## config.mk

```make
export PLATFORM = sky130hd
export DESIGN_NAME = ipcs_top
export DESIGN_NICKNAME = d
export VERILOG_FILES = /design/src/verilog/ipcs_pkg.sv /design/src/verilog/ipcs_phase_if.sv /design/src/verilog/ipcs_top.sv /design/src/verilog/ipcs_phase_gen.sv /design/src/verilog/ipcs_wdt_reset.sv
export SDC_FILE = /design/constraint.sdc
export NUM_CORES = 1
export LEC_CHECK = 0
export BUFFER_PORTS_ARGS = -buffer_cell sky130_fd_sc_hd__buf_2
export CELL_PAD_IN_SITES_DETAIL_PLACEMENT = 1
export CELL_PAD_IN_SITES_GLOBAL_PLACEMENT = 1
export CORE_AREA = 2 2 58 82
export CTS_CLUSTER_DIAMETER = 30
export DETAILED_ROUTE_END_ITERATION = 6
export DIE_AREA = 0 0 60 84
export MAX_ROUTING_LAYER = met4
export PLACE_DENSITY_LB_ADDON = 0.1
export SYNTH_ARGS = -nofsm -noshare
export SYNTH_HDL_FRONTEND = slang
export SYNTH_HIERARCHICAL = 1
export SYNTH_SLANG_ARGS = --single-unit
```

## constraint.sdc

```tcl
create_clock -name mclk -period 1.35 [get_ports mclk]
set_input_delay 0.0675 -clock mclk [delete_from_list [all_inputs] [get_ports mclk]]
set_output_delay 0.0675 -clock mclk [all_outputs]
set_load 0.02 [all_outputs]
```

## src/verilog/ipcs_pkg.sv

```systemverilog
package ipcs_pkg;
	// ======================================================
	// machine cycle states
	localparam logic [1:0] STATE_FIRST = 2'h0;
	localparam logic [1:0] STATE_SECOND = 2'h1;
	localparam logic [1:0] STATE_THIRD = 2'h2;
	localparam logic [1:0] STATE_FOURTH = 2'h3;
	localparam int STATES_PER_CYCLE = 4;

	// ======================================================
	// power control register fields
	localparam int PWR_CTL_IDLE_BIT = 0;
	localparam int PWR_CTL_PDOWN_BIT = 1;
	localparam logic [1:0] PWR_CTL_RESET = 2'h0;

	// ======================================================
	// timing
	localparam int CLK_PERIOD_NS = 5;
	localparam int WDT_RST_DELAY_CLKS = 512;
	localparam logic [9:0] WDT_CNT_LAST = 10'(WDT_RST_DELAY_CLKS - 1);
	localparam logic [9:0] WDT_CNT_ZERO = 10'h000;
	localparam logic [1:0] RST_HOLD_CYCLES = 2'h2;
	localparam logic [1:0] RST_HOLD_DONE = 2'h0;
	localparam logic [15:0] RESET_VECTOR = 16'h0000;

	// ======================================================
	// power modes
	typedef enum logic [1:0] {
		MODE_RUN = 2'b00,
		MODE_IDLE = 2'b01,
		MODE_PDOWN = 2'b10
	} ipcs_mode_t;
endpackage : ipcs_pkg

```

## src/verilog/ipcs_phase_if.sv

```systemverilog
interface ipcs_phase_if;
	logic [1:0] phase;
	logic step_en;
	logic cycle_end;

	modport gen (output phase, output cycle_end, input step_en);
	modport user (input phase, input cycle_end, output step_en);
endinterface : ipcs_phase_if

```

## src/verilog/ipcs_top.sv

```systemverilog
// Overview of operation
// - four states make one machine cycle
// - at most one fetch strobe per cycle
// - idle bit write enters idle after instruction
// - idle stops cpu clock only
// - idle freezes cpu state and port levels
// - enabled interrupt clears idle and resumes
// - reset from idle restarts at zero after three-cycle tail
// - watchdog runs in idle, resets after 512
// - reset exit skips instruction after idle entry
// - power-down bit write enters power-down
// - power-down stops cpu, peripheral and oscillator clocks, ports hold
// - reset pin ends power-down, restarts at zero
// - no watchdog wake with external clock source
// - level external interrupt wakes from power-down
// - in power-down, brownout select set, detect clear: rc on
// - reset sampled in fourth state, three-cycle tail
module ipcs_top (
	// clock and reset
	input wire logic mclk,
	input wire logic reset_n,
	input wire logic clk_en,
	// external pins
	input wire logic rst_pin_n,
	input wire logic [1:0] ext_int_n,
	// power control register write from the core
	input wire logic pwr_ctl_wr,
	input wire logic [1:0] pwr_ctl_wdata,
	// interrupt controller
	input wire logic irq_wake_req,
	input wire logic global_irq_enable,
	input wire logic [1:0] ext_int_en,
	input wire logic [1:0] ext_int_level_mode,
	// watchdog
	input wire logic wdt_timeout,
	input wire logic wdt_irq_en,
	input wire logic wdt_reset_en,
	input wire logic wdt_clear,
	// clock source and brown-out
	input wire logic clk_src_external,
	input wire logic low_power_brownout_select,
	input wire logic brownout_detect_flag,
	// sequencer outputs
	output logic [1:0] state_phase,
	output logic fetch_strobe,
	output logic cpu_clk_en,
	output logic periph_clk_en,
	output logic wdt_clk_en,
	output logic osc_enable,
	output logic rc_clk_enable,
	output logic port_hold,
	output logic sys_reset,
	output logic [1:0] power_control_reg
);
	// ======================================================
	// reset release and pin synchronisers
	logic [1:0] rst_sync_reg;
	logic rst_n;
	logic [2:0] pin_meta_reg;
	logic [2:0] pin_sync_reg;

	always_ff @(posedge mclk or negedge reset_n) begin
		if (!reset_n)
			rst_sync_reg <= 2'h0;
		else if (clk_en)
			rst_sync_reg <= {rst_sync_reg[0], 1'b1};
	end
	assign rst_n = rst_sync_reg[1];

	// pins are idle high; the meta stage feeds only the second stage
	always_ff @(posedge mclk or negedge rst_n) begin
		if (!rst_n)
			pin_meta_reg <= 3'h7;
		else if (clk_en)
			pin_meta_reg <= {ext_int_n, rst_pin_n};
	end

	always_ff @(posedge mclk or negedge rst_n) begin
		if (!rst_n)
			pin_sync_reg <= 3'h7;
		else if (clk_en)
			pin_sync_reg <= pin_meta_reg;
	end

	// ======================================================
	// machine cycle phases
	ipcs_phase_if ph ();

	ipcs_phase_gen u_phase (
		.mclk(mclk),
		.rst_n(rst_n),
		.clk_en(clk_en),
		.ph(ph)
	);

	// ======================================================
	// state
	ipcs_pkg::ipcs_mode_t mode_reg;
	ipcs_pkg::ipcs_mode_t mode_next;
	logic [1:0] pwr_ctl_next;
	logic [1:0] hold_cnt_reg;
	logic [1:0] hold_cnt_next;
	logic reset_next;
	logic wdt_reset_pulse;

	// ======================================================
	// decode
	wire in_run = (mode_reg == ipcs_pkg::MODE_RUN);
	wire in_idle = (mode_reg == ipcs_pkg::MODE_IDLE);
	wire in_pdown = (mode_reg == ipcs_pkg::MODE_PDOWN);
	wire rst_pin_low = !pin_sync_reg[0];
	wire [1:0] ext_int_active = ~pin_sync_reg[2:1];

	// the cpu and peripheral clocks stop in power-down, so the phase counter freezes there
	assign ph.step_en = !in_pdown;

	wire sample_point = ph.cycle_end;
	wire pwr_ctl_pending = |power_control_reg;

	// wake sources
	wire wdt_wake = wdt_timeout && wdt_irq_en && global_irq_enable;
	wire idle_wake = in_idle && (irq_wake_req || wdt_wake);
	wire [1:0] lvl_wake = ext_int_active & ext_int_en & ~ext_int_level_mode;
	wire pd_int_wake = in_pdown && global_irq_enable && (|lvl_wake);
	wire pd_rst_wake = in_pdown && rst_pin_low;

	// watchdog counts unless its clock is stopped by power-down
	wire wdt_count_en = !in_pdown || !clk_src_external;

	ipcs_wdt_reset u_wdt (
		.mclk(mclk),
		.rst_n(rst_n),
		.clk_en(clk_en),
		.count_en(wdt_count_en),
		.timeout_evt(wdt_timeout),
		.wdt_clear(wdt_clear),
		.reset_en(wdt_reset_en),
		.wdt_reset_pulse(wdt_reset_pulse)
	);

	// ======================================================
	// internal reset: pin sampled in the fourth state, tail of three cycles
	always_comb begin
		reset_next = sys_reset;
		hold_cnt_next = hold_cnt_reg;
		if (wdt_reset_pulse) begin
			reset_next = 1'b1;
			hold_cnt_next = ipcs_pkg::RST_HOLD_CYCLES;
		end else if (sample_point && rst_pin_low) begin
			reset_next = 1'b1;
			hold_cnt_next = ipcs_pkg::RST_HOLD_CYCLES;
		end else if (sample_point && sys_reset) begin
			if (hold_cnt_reg == ipcs_pkg::RST_HOLD_DONE)
				reset_next = 1'b0;
			else
				hold_cnt_next = hold_cnt_reg - 2'h1;
		end
	end

	// ======================================================
	// power control bits and mode
	always_comb begin
		pwr_ctl_next = power_control_reg;
		if (pwr_ctl_wr && in_run && !sys_reset)
			pwr_ctl_next = pwr_ctl_wdata;
		if (idle_wake)
			pwr_ctl_next[ipcs_pkg::PWR_CTL_IDLE_BIT] = 1'b0;
		if (pd_int_wake || pd_rst_wake)
			pwr_ctl_next[ipcs_pkg::PWR_CTL_PDOWN_BIT] = 1'b0;
		if (reset_next)
			pwr_ctl_next = ipcs_pkg::PWR_CTL_RESET;
	end

	always_comb begin
		mode_next = mode_reg;
		case (mode_reg)
			ipcs_pkg::MODE_RUN: begin
				// mode changes at the cycle boundary after the writing instruction
				if (ph.cycle_end && !sys_reset) begin
					if (power_control_reg[ipcs_pkg::PWR_CTL_PDOWN_BIT])
						mode_next = ipcs_pkg::MODE_PDOWN;
					else if (power_control_reg[ipcs_pkg::PWR_CTL_IDLE_BIT])
						mode_next = ipcs_pkg::MODE_IDLE;
				end
			end
			ipcs_pkg::MODE_IDLE: begin
				if (idle_wake || reset_next)
					mode_next = ipcs_pkg::MODE_RUN;
			end
			ipcs_pkg::MODE_PDOWN: begin
				if (pd_int_wake || pd_rst_wake || reset_next)
					mode_next = ipcs_pkg::MODE_RUN;
			end
			default: mode_next = ipcs_pkg::MODE_RUN;
		endcase
	end

	// ======================================================
	// output decode
	wire run_next = (mode_next == ipcs_pkg::MODE_RUN);
	wire pdown_next = (mode_next == ipcs_pkg::MODE_PDOWN);
	wire [1:0] phase_after = ph.step_en ? ph.phase + 2'h1 : ph.phase;
	// no fetch once a mode bit is pending, so the writer is the last instruction,
	// and none while reset holds, so nothing after the entry runs on a reset exit
	wire fetch_next = run_next && !reset_next && !pwr_ctl_pending && ph.step_en &&
		(phase_after == ipcs_pkg::STATE_FIRST);
	wire rc_next = pdown_next && low_power_brownout_select &&
		!brownout_detect_flag;

	// ======================================================
	// registers
	// one short block per register keeps each reset value beside its update
	always_ff @(posedge mclk or negedge rst_n) begin
		if (!rst_n)
			mode_reg <= ipcs_pkg::MODE_RUN;
		else if (clk_en)
			mode_reg <= mode_next;
	end

	always_ff @(posedge mclk or negedge rst_n) begin
		if (!rst_n)
			power_control_reg <= ipcs_pkg::PWR_CTL_RESET;
		else if (clk_en)
			power_control_reg <= pwr_ctl_next;
	end

	always_ff @(posedge mclk or negedge rst_n) begin
		if (!rst_n)
			sys_reset <= 1'b1;
		else if (clk_en)
			sys_reset <= reset_next;
	end

	always_ff @(posedge mclk or negedge rst_n) begin
		if (!rst_n)
			hold_cnt_reg <= ipcs_pkg::RST_HOLD_CYCLES;
		else if (clk_en)
			hold_cnt_reg <= hold_cnt_next;
	end

	// ======================================================
	// output flops: every pin of the sequencer leaves from a flop
	always_ff @(posedge mclk or negedge rst_n) begin
		if (!rst_n)
			fetch_strobe <= 1'b0;
		else if (clk_en)
			fetch_strobe <= fetch_next;
	end

	always_ff @(posedge mclk or negedge rst_n) begin
		if (!rst_n)
			cpu_clk_en <= 1'b1;
		else if (clk_en)
			cpu_clk_en <= run_next;
	end

	always_ff @(posedge mclk or negedge rst_n) begin
		if (!rst_n)
			periph_clk_en <= 1'b1;
		else if (clk_en)
			periph_clk_en <= !pdown_next;
	end

	always_ff @(posedge mclk or negedge rst_n) begin
		if (!rst_n)
			wdt_clk_en <= 1'b1;
		else if (clk_en)
			wdt_clk_en <= !pdown_next || !clk_src_external;
	end

	always_ff @(posedge mclk or negedge rst_n) begin
		if (!rst_n)
			osc_enable <= 1'b1;
		else if (clk_en)
			osc_enable <= !pdown_next;
	end

	always_ff @(posedge mclk or negedge rst_n) begin
		if (!rst_n)
			rc_clk_enable <= 1'b0;
		else if (clk_en)
			rc_clk_enable <= rc_next;
	end

	always_ff @(posedge mclk or negedge rst_n) begin
		if (!rst_n)
			port_hold <= 1'b0;
		else if (clk_en)
			port_hold <= !run_next;
	end

	assign state_phase = ph.phase;
endmodule : ipcs_top

```

## src/verilog/ipcs_phase_gen.sv

```systemverilog
module ipcs_phase_gen (
	// clock and reset
	input wire logic mclk,
	input wire logic rst_n,
	input wire logic clk_en,
	// phase carrier
	ipcs_phase_if.gen ph
);
	logic [1:0] phase_reg;
	logic [1:0] phase_next;

	// states wrap first, second, third, fourth, first ...
	assign phase_next = phase_reg + 2'h1;
	assign ph.phase = phase_reg;
	assign ph.cycle_end = ph.step_en && (phase_reg == ipcs_pkg::STATE_FOURTH);

	always_ff @(posedge mclk or negedge rst_n) begin
		if (!rst_n)
			phase_reg <= ipcs_pkg::STATE_FIRST;
		else if (clk_en && ph.step_en)
			phase_reg <= phase_next;
	end
endmodule : ipcs_phase_gen

```

## src/verilog/ipcs_wdt_reset.sv

```systemverilog
module ipcs_wdt_reset (
	// clock and reset
	input wire logic mclk,
	input wire logic rst_n,
	input wire logic clk_en,
	// watchdog side
	input wire logic count_en,
	input wire logic timeout_evt,
	input wire logic wdt_clear,
	input wire logic reset_en,
	// result
	output logic wdt_reset_pulse
);
	logic armed_reg;
	logic [9:0] cnt_reg;
	logic expire;

	assign expire = armed_reg && count_en && (cnt_reg == ipcs_pkg::WDT_CNT_LAST);

	always_ff @(posedge mclk or negedge rst_n) begin
		if (!rst_n) begin
			armed_reg <= 1'b0;
			cnt_reg <= ipcs_pkg::WDT_CNT_ZERO;
			wdt_reset_pulse <= 1'b0;
		end else if (clk_en) begin
			wdt_reset_pulse <= expire;
			// a new time-out wins over a clear in the same cycle
			if (timeout_evt && reset_en) begin
				armed_reg <= 1'b1;
				cnt_reg <= ipcs_pkg::WDT_CNT_ZERO;
			end else if (wdt_clear || expire) begin
				armed_reg <= 1'b0;
			end else if (armed_reg && count_en) begin
				cnt_reg <= cnt_reg + 10'h001;
			end
		end
	end
endmodule : ipcs_wdt_reset

```

==> run summary <==
The final cell utilization of the core was 0.6039. The count of state elements after synthesis works out to 35. The most common cell in the synthesized netlist is sky130_fd_sc_hd__dfrtp_1.

Counting instances in the post-synthesis netlist gives the leading cell types as sky130_fd_sc_hd__dfrtp_1, sky130_fd_sc_hd__dfstp_2, sky130_fd_sc_hd__a31oi_1. TritonCTS built the clock tree. The final number of hold-violating endpoints was 0. The count of port buffers added during placement is 33, and the clock buffer count from CTS is 5. Along the worst path, the maximum fanout reaches 3. The power share of the combinational group is 0.355, and the number of unique standard cell types used by synthesis is 49.

The Yosys step of the flow raised 6 warnings. The global-route usage over all layers was 0.2390. From bottom edge to top edge, the die measures 84 um.

Compared with the post-synthesis result, the final layout area differs by 51.03%. The arrival time of data at the critical path endpoint is 1.97 ns. The endpoint identified for the worst register-to-register timing path is periph_clk_en$_DFFE_PN1P_. For this design the top-level I/O count stands at 34. Summing all placed instances gives a cell area of 2300 sq um.

The final routed wirelength across all metal layers is 5.756 mm, and the fraction of layout instances using a drive strength above 1 is 0.5868. The tools report the net load switching power as 1.093 mW. The final reports fail on negative setup slack. The initialized floorplan defines 29 standard-cell rows. The routed design could run at a clock period as short as 1.738 ns.

The number of flip-flops under the largest register name was 10; the number of max-cap violations was 0. For the DRC marker count from the first detailed-route iteration, the log shows 38. The tools report the synthesized area as 1755 sq um.

The net count of the finished layout is 266. Total die area: 5040 sq um. Sorting the synthesized cells by area gives the leading types as sky130_fd_sc_hd__dfrtp_1, sky130_fd_sc_hd__dfstp_2, sky130_fd_sc_hd__mux2_2. Counting every sink on the clock net gives 35. The final worst slack is -0.3882 ns.

Power spread over the standard cell area amounts to 1298 nW/um^2. After routing the design area is 2651 sq um. The analysis attributes to cell leakage a power of 1.159 nW. The count of vias placed by the detailed router was 1,685. The capture point of the worst path was periph_clk_en$_DFFE_PN1P_. Setup repair after global routing could not meet its margin everywhere. In this run the deepest clock path goes through 2 buffers. For the combined flip-flop and latch cell area, the log shows 894.6 sq um. Setup total negative slack on the finished layout was measured at -6.878 ns. Dividing the detail-routed wire length by the instance count gives 18.93 um. In this run the critical register-to-register path is launched from u_phase/ph.phase[1]$_DFFE_PN0P_. The via count of the first global-routing pass was 1,838; the number of antenna violations at the first check in global routing was 0. The root buffer cell chosen for the clock tree is sky130_fd_sc_hd__clkbuf_8. The tools report the overall power as 3.440 mW.

Dividing the synthesized area by the synthesized cell count gives 10.97 sq um. The setup check on the worst reg-to-reg path leaves a slack of -0.39 ns. The chip width is 60 um.

The switching portion of total power is 0.3176, and the via density per instance is 5.543. The clock network power share is 0.251. The run finished, with violations left. The critical path is of the reg2reg type. Clock skew on the completed layout was measured at 0.006301 ns. Clock transition at the registers of the reported paths: 0.08 ns. The residual antenna-violating net count after detailed routing came out at 0. Class of the tightest hold or removal check: in2reg. The number of detailed-route iterations in the first pass is 5, and the worst-margin pin slew is 0.4312 ns. For the fraction of power consumed by sequential logic, the log shows 0.394. Hold timing on the final database bottoms out at a slack of 0.02165 ns.

Timing would allow up to 575.3 MHz. The antenna diode instance count was 0; the number of levels the H-tree was split into was 2. The sum of net half-perimeters after detailed placement was 3.856 mm; the worst reg2reg path depth was 6. Final global-route overflow total: 0. The portion of synthesized cell area occupied by the leading cell type came out at 0.3421. The dominant register cell in the synthesized netlist was sky130_fd_sc_hd__dfrtp_1. The first global-routing pass estimated 8.721 mm of wire.

The share of the clock period used by the worst path after layout is 1.288. The max-slew violation total from the final report came out at 0. The layout has 477 filler cells.

The run gives 2.347 mW as the internal power. The tools report the kind of end point of the critical path as a register. Synthesis handed over a netlist of 160 instances. The relative slew slack is 0.7126. The initial core utilization was 0.3998; the fraction of registers with async set/reset was 1.000. Entering global routing, the biggest net connects 34 pins. Count of endpoints failing setup in the final report: 25. The core region is 4390 sq um. The net count of the mapped netlist was 185. The launching element of the worst setup path was u_phase/ph.phase[1]$_DFFE_PN0P_. The count of flip-flops with a built-in enable after synthesis was 0. STA puts the critical path data required time at 1.58 ns. The tools report the startpoint type of the worst setup path as a register. VDD sags by at most 820.8 uV. The leading area contributor after synthesis is sky130_fd_sc_hd__dfrtp_1. The logs give 1027 sq um for the combined area of the multi-input logic cells and 0.29 ns for the latest clock arrival within the worst-skew pair.

The final routed DRC violation total is 0, and the sequential area share after synthesis is 0.5068. The congestion estimate from routability-driven global placement came to 0.8607.
## power groups by stage
stage	combinational, mW	clock (mW)	sequential [mW]
floorplan	0.465	0	1.45
global placement	0.943	0	1.35
detailed placement	0.987	0	1.37
CTS	1.16	0.882	1.36
global route	1.33	0.915	1.38
finish	1.22	0.862	1.36
## per-stage QoR
step	worst slack [ns]	cells
6_report	-0.3882	304
3_3_place_gp	-0.4214	285
3_5_place_dp	-0.4459	285
4_1_cts	-0.3741	302
5_1_grt	-0.4469	304
2_1_floorplan	-0.4023	160
## logic make-up after synthesis
kind of cell    count (synthesis)  synth area share
simple gates                   50            0.1718
compound gates                 46            0.1789
xor+xnor                        1          0.004990
fa+ha+maj                       3           0.02139
buf+inv                        12           0.03279
mux                            13           0.08339
flops                          35            0.5068
## area by class of cell
cell class	instances	share of cell area
Multi-Input combinational cell	113	0.3874
Tap cell	62	0.02926
Sequential cell	35	0.3374
Clock buffer	7	0.03634
Clock inverter	1	0.002832
Inverter	7	0.009910
Timing Repair Buffer	79	0.1968
## worst min path at each step
stage	to	cells past startpoint	slack, ns	startpoint
after CTS	pin_meta_reg[1]$_DFFE_PN1P_	2	0.01	ext_int_n[0]
after detailed placement	rst_sync_reg[0]$_DFFE_PN0P_	1	-0.15	reset_n
after floorplan	rst_sync_reg[0]$_DFFE_PN0P_	0	-0.23	reset_n
after global routing	pin_meta_reg[0]$_DFFE_PN1P_	2	0.02	rst_pin_n
after global placement	rst_sync_reg[0]$_DFFE_PN0P_	1	-0.15	reset_n
final	pin_meta_reg[0]$_DFFE_PN1P_	2	0.02	rst_pin_n
## routing by layer
metal	global-route usage	vias up	share of wire	wire length [um]
li1	-	772	-	-
met1	0.2492	862	0.38	2208
met2	0.4170	37	0.56	3235
met3	0.03566	14	0.021	121
met4	0.1192	0	0.033	191
met5	-	-	0	0
## cells in the final DEF, fill, tap and decap left out, types with 4 or more instances in the layout
cell,count
sky130_fd_sc_hd__dfstp_2,11
sky130_fd_sc_hd__nand2_1,6
sky130_fd_sc_hd__buf_2,33
sky130_fd_sc_hd__inv_1,7
sky130_fd_sc_hd__nand3_1,5
sky130_fd_sc_hd__mux2_2,7
sky130_fd_sc_hd__a31oi_1,7
sky130_fd_sc_hd__buf_4,42
sky130_fd_sc_hd__a21oi_1,4
sky130_fd_sc_hd__nor2_1,6
sky130_fd_sc_hd__o21ai_1,5
sky130_fd_sc_hd__dfrtp_2,4
sky130_fd_sc_hd__dfrtp_1,20
sky130_fd_sc_hd__clkbuf_8,7
## critical path, cell delays in order (launching register included)
cell and delay [ns]:
sky130_fd_sc_hd__dfrtp_2 0.43, sky130_fd_sc_hd__ha_4 0.16, sky130_fd_sc_hd__and2_4 0.14, sky130_fd_sc_hd__nor2b_4 0.13
sky130_fd_sc_hd__a211o_1 0.25, sky130_fd_sc_hd__o31a_1 0.29, sky130_fd_sc_hd__mux2_4 0.27
## timing repair
item | in CTS | in global routing
endpoints found under the hold margin | 4 | 0
buffers inserted | 6 | 3
gates resized for setup | 20 | 13
pin swaps | 17 | 20
endpoints found under the setup margin | 25 | 25
hold buffers | 3 | 0
Note: power is estimated with default switching activity, not from simulation.
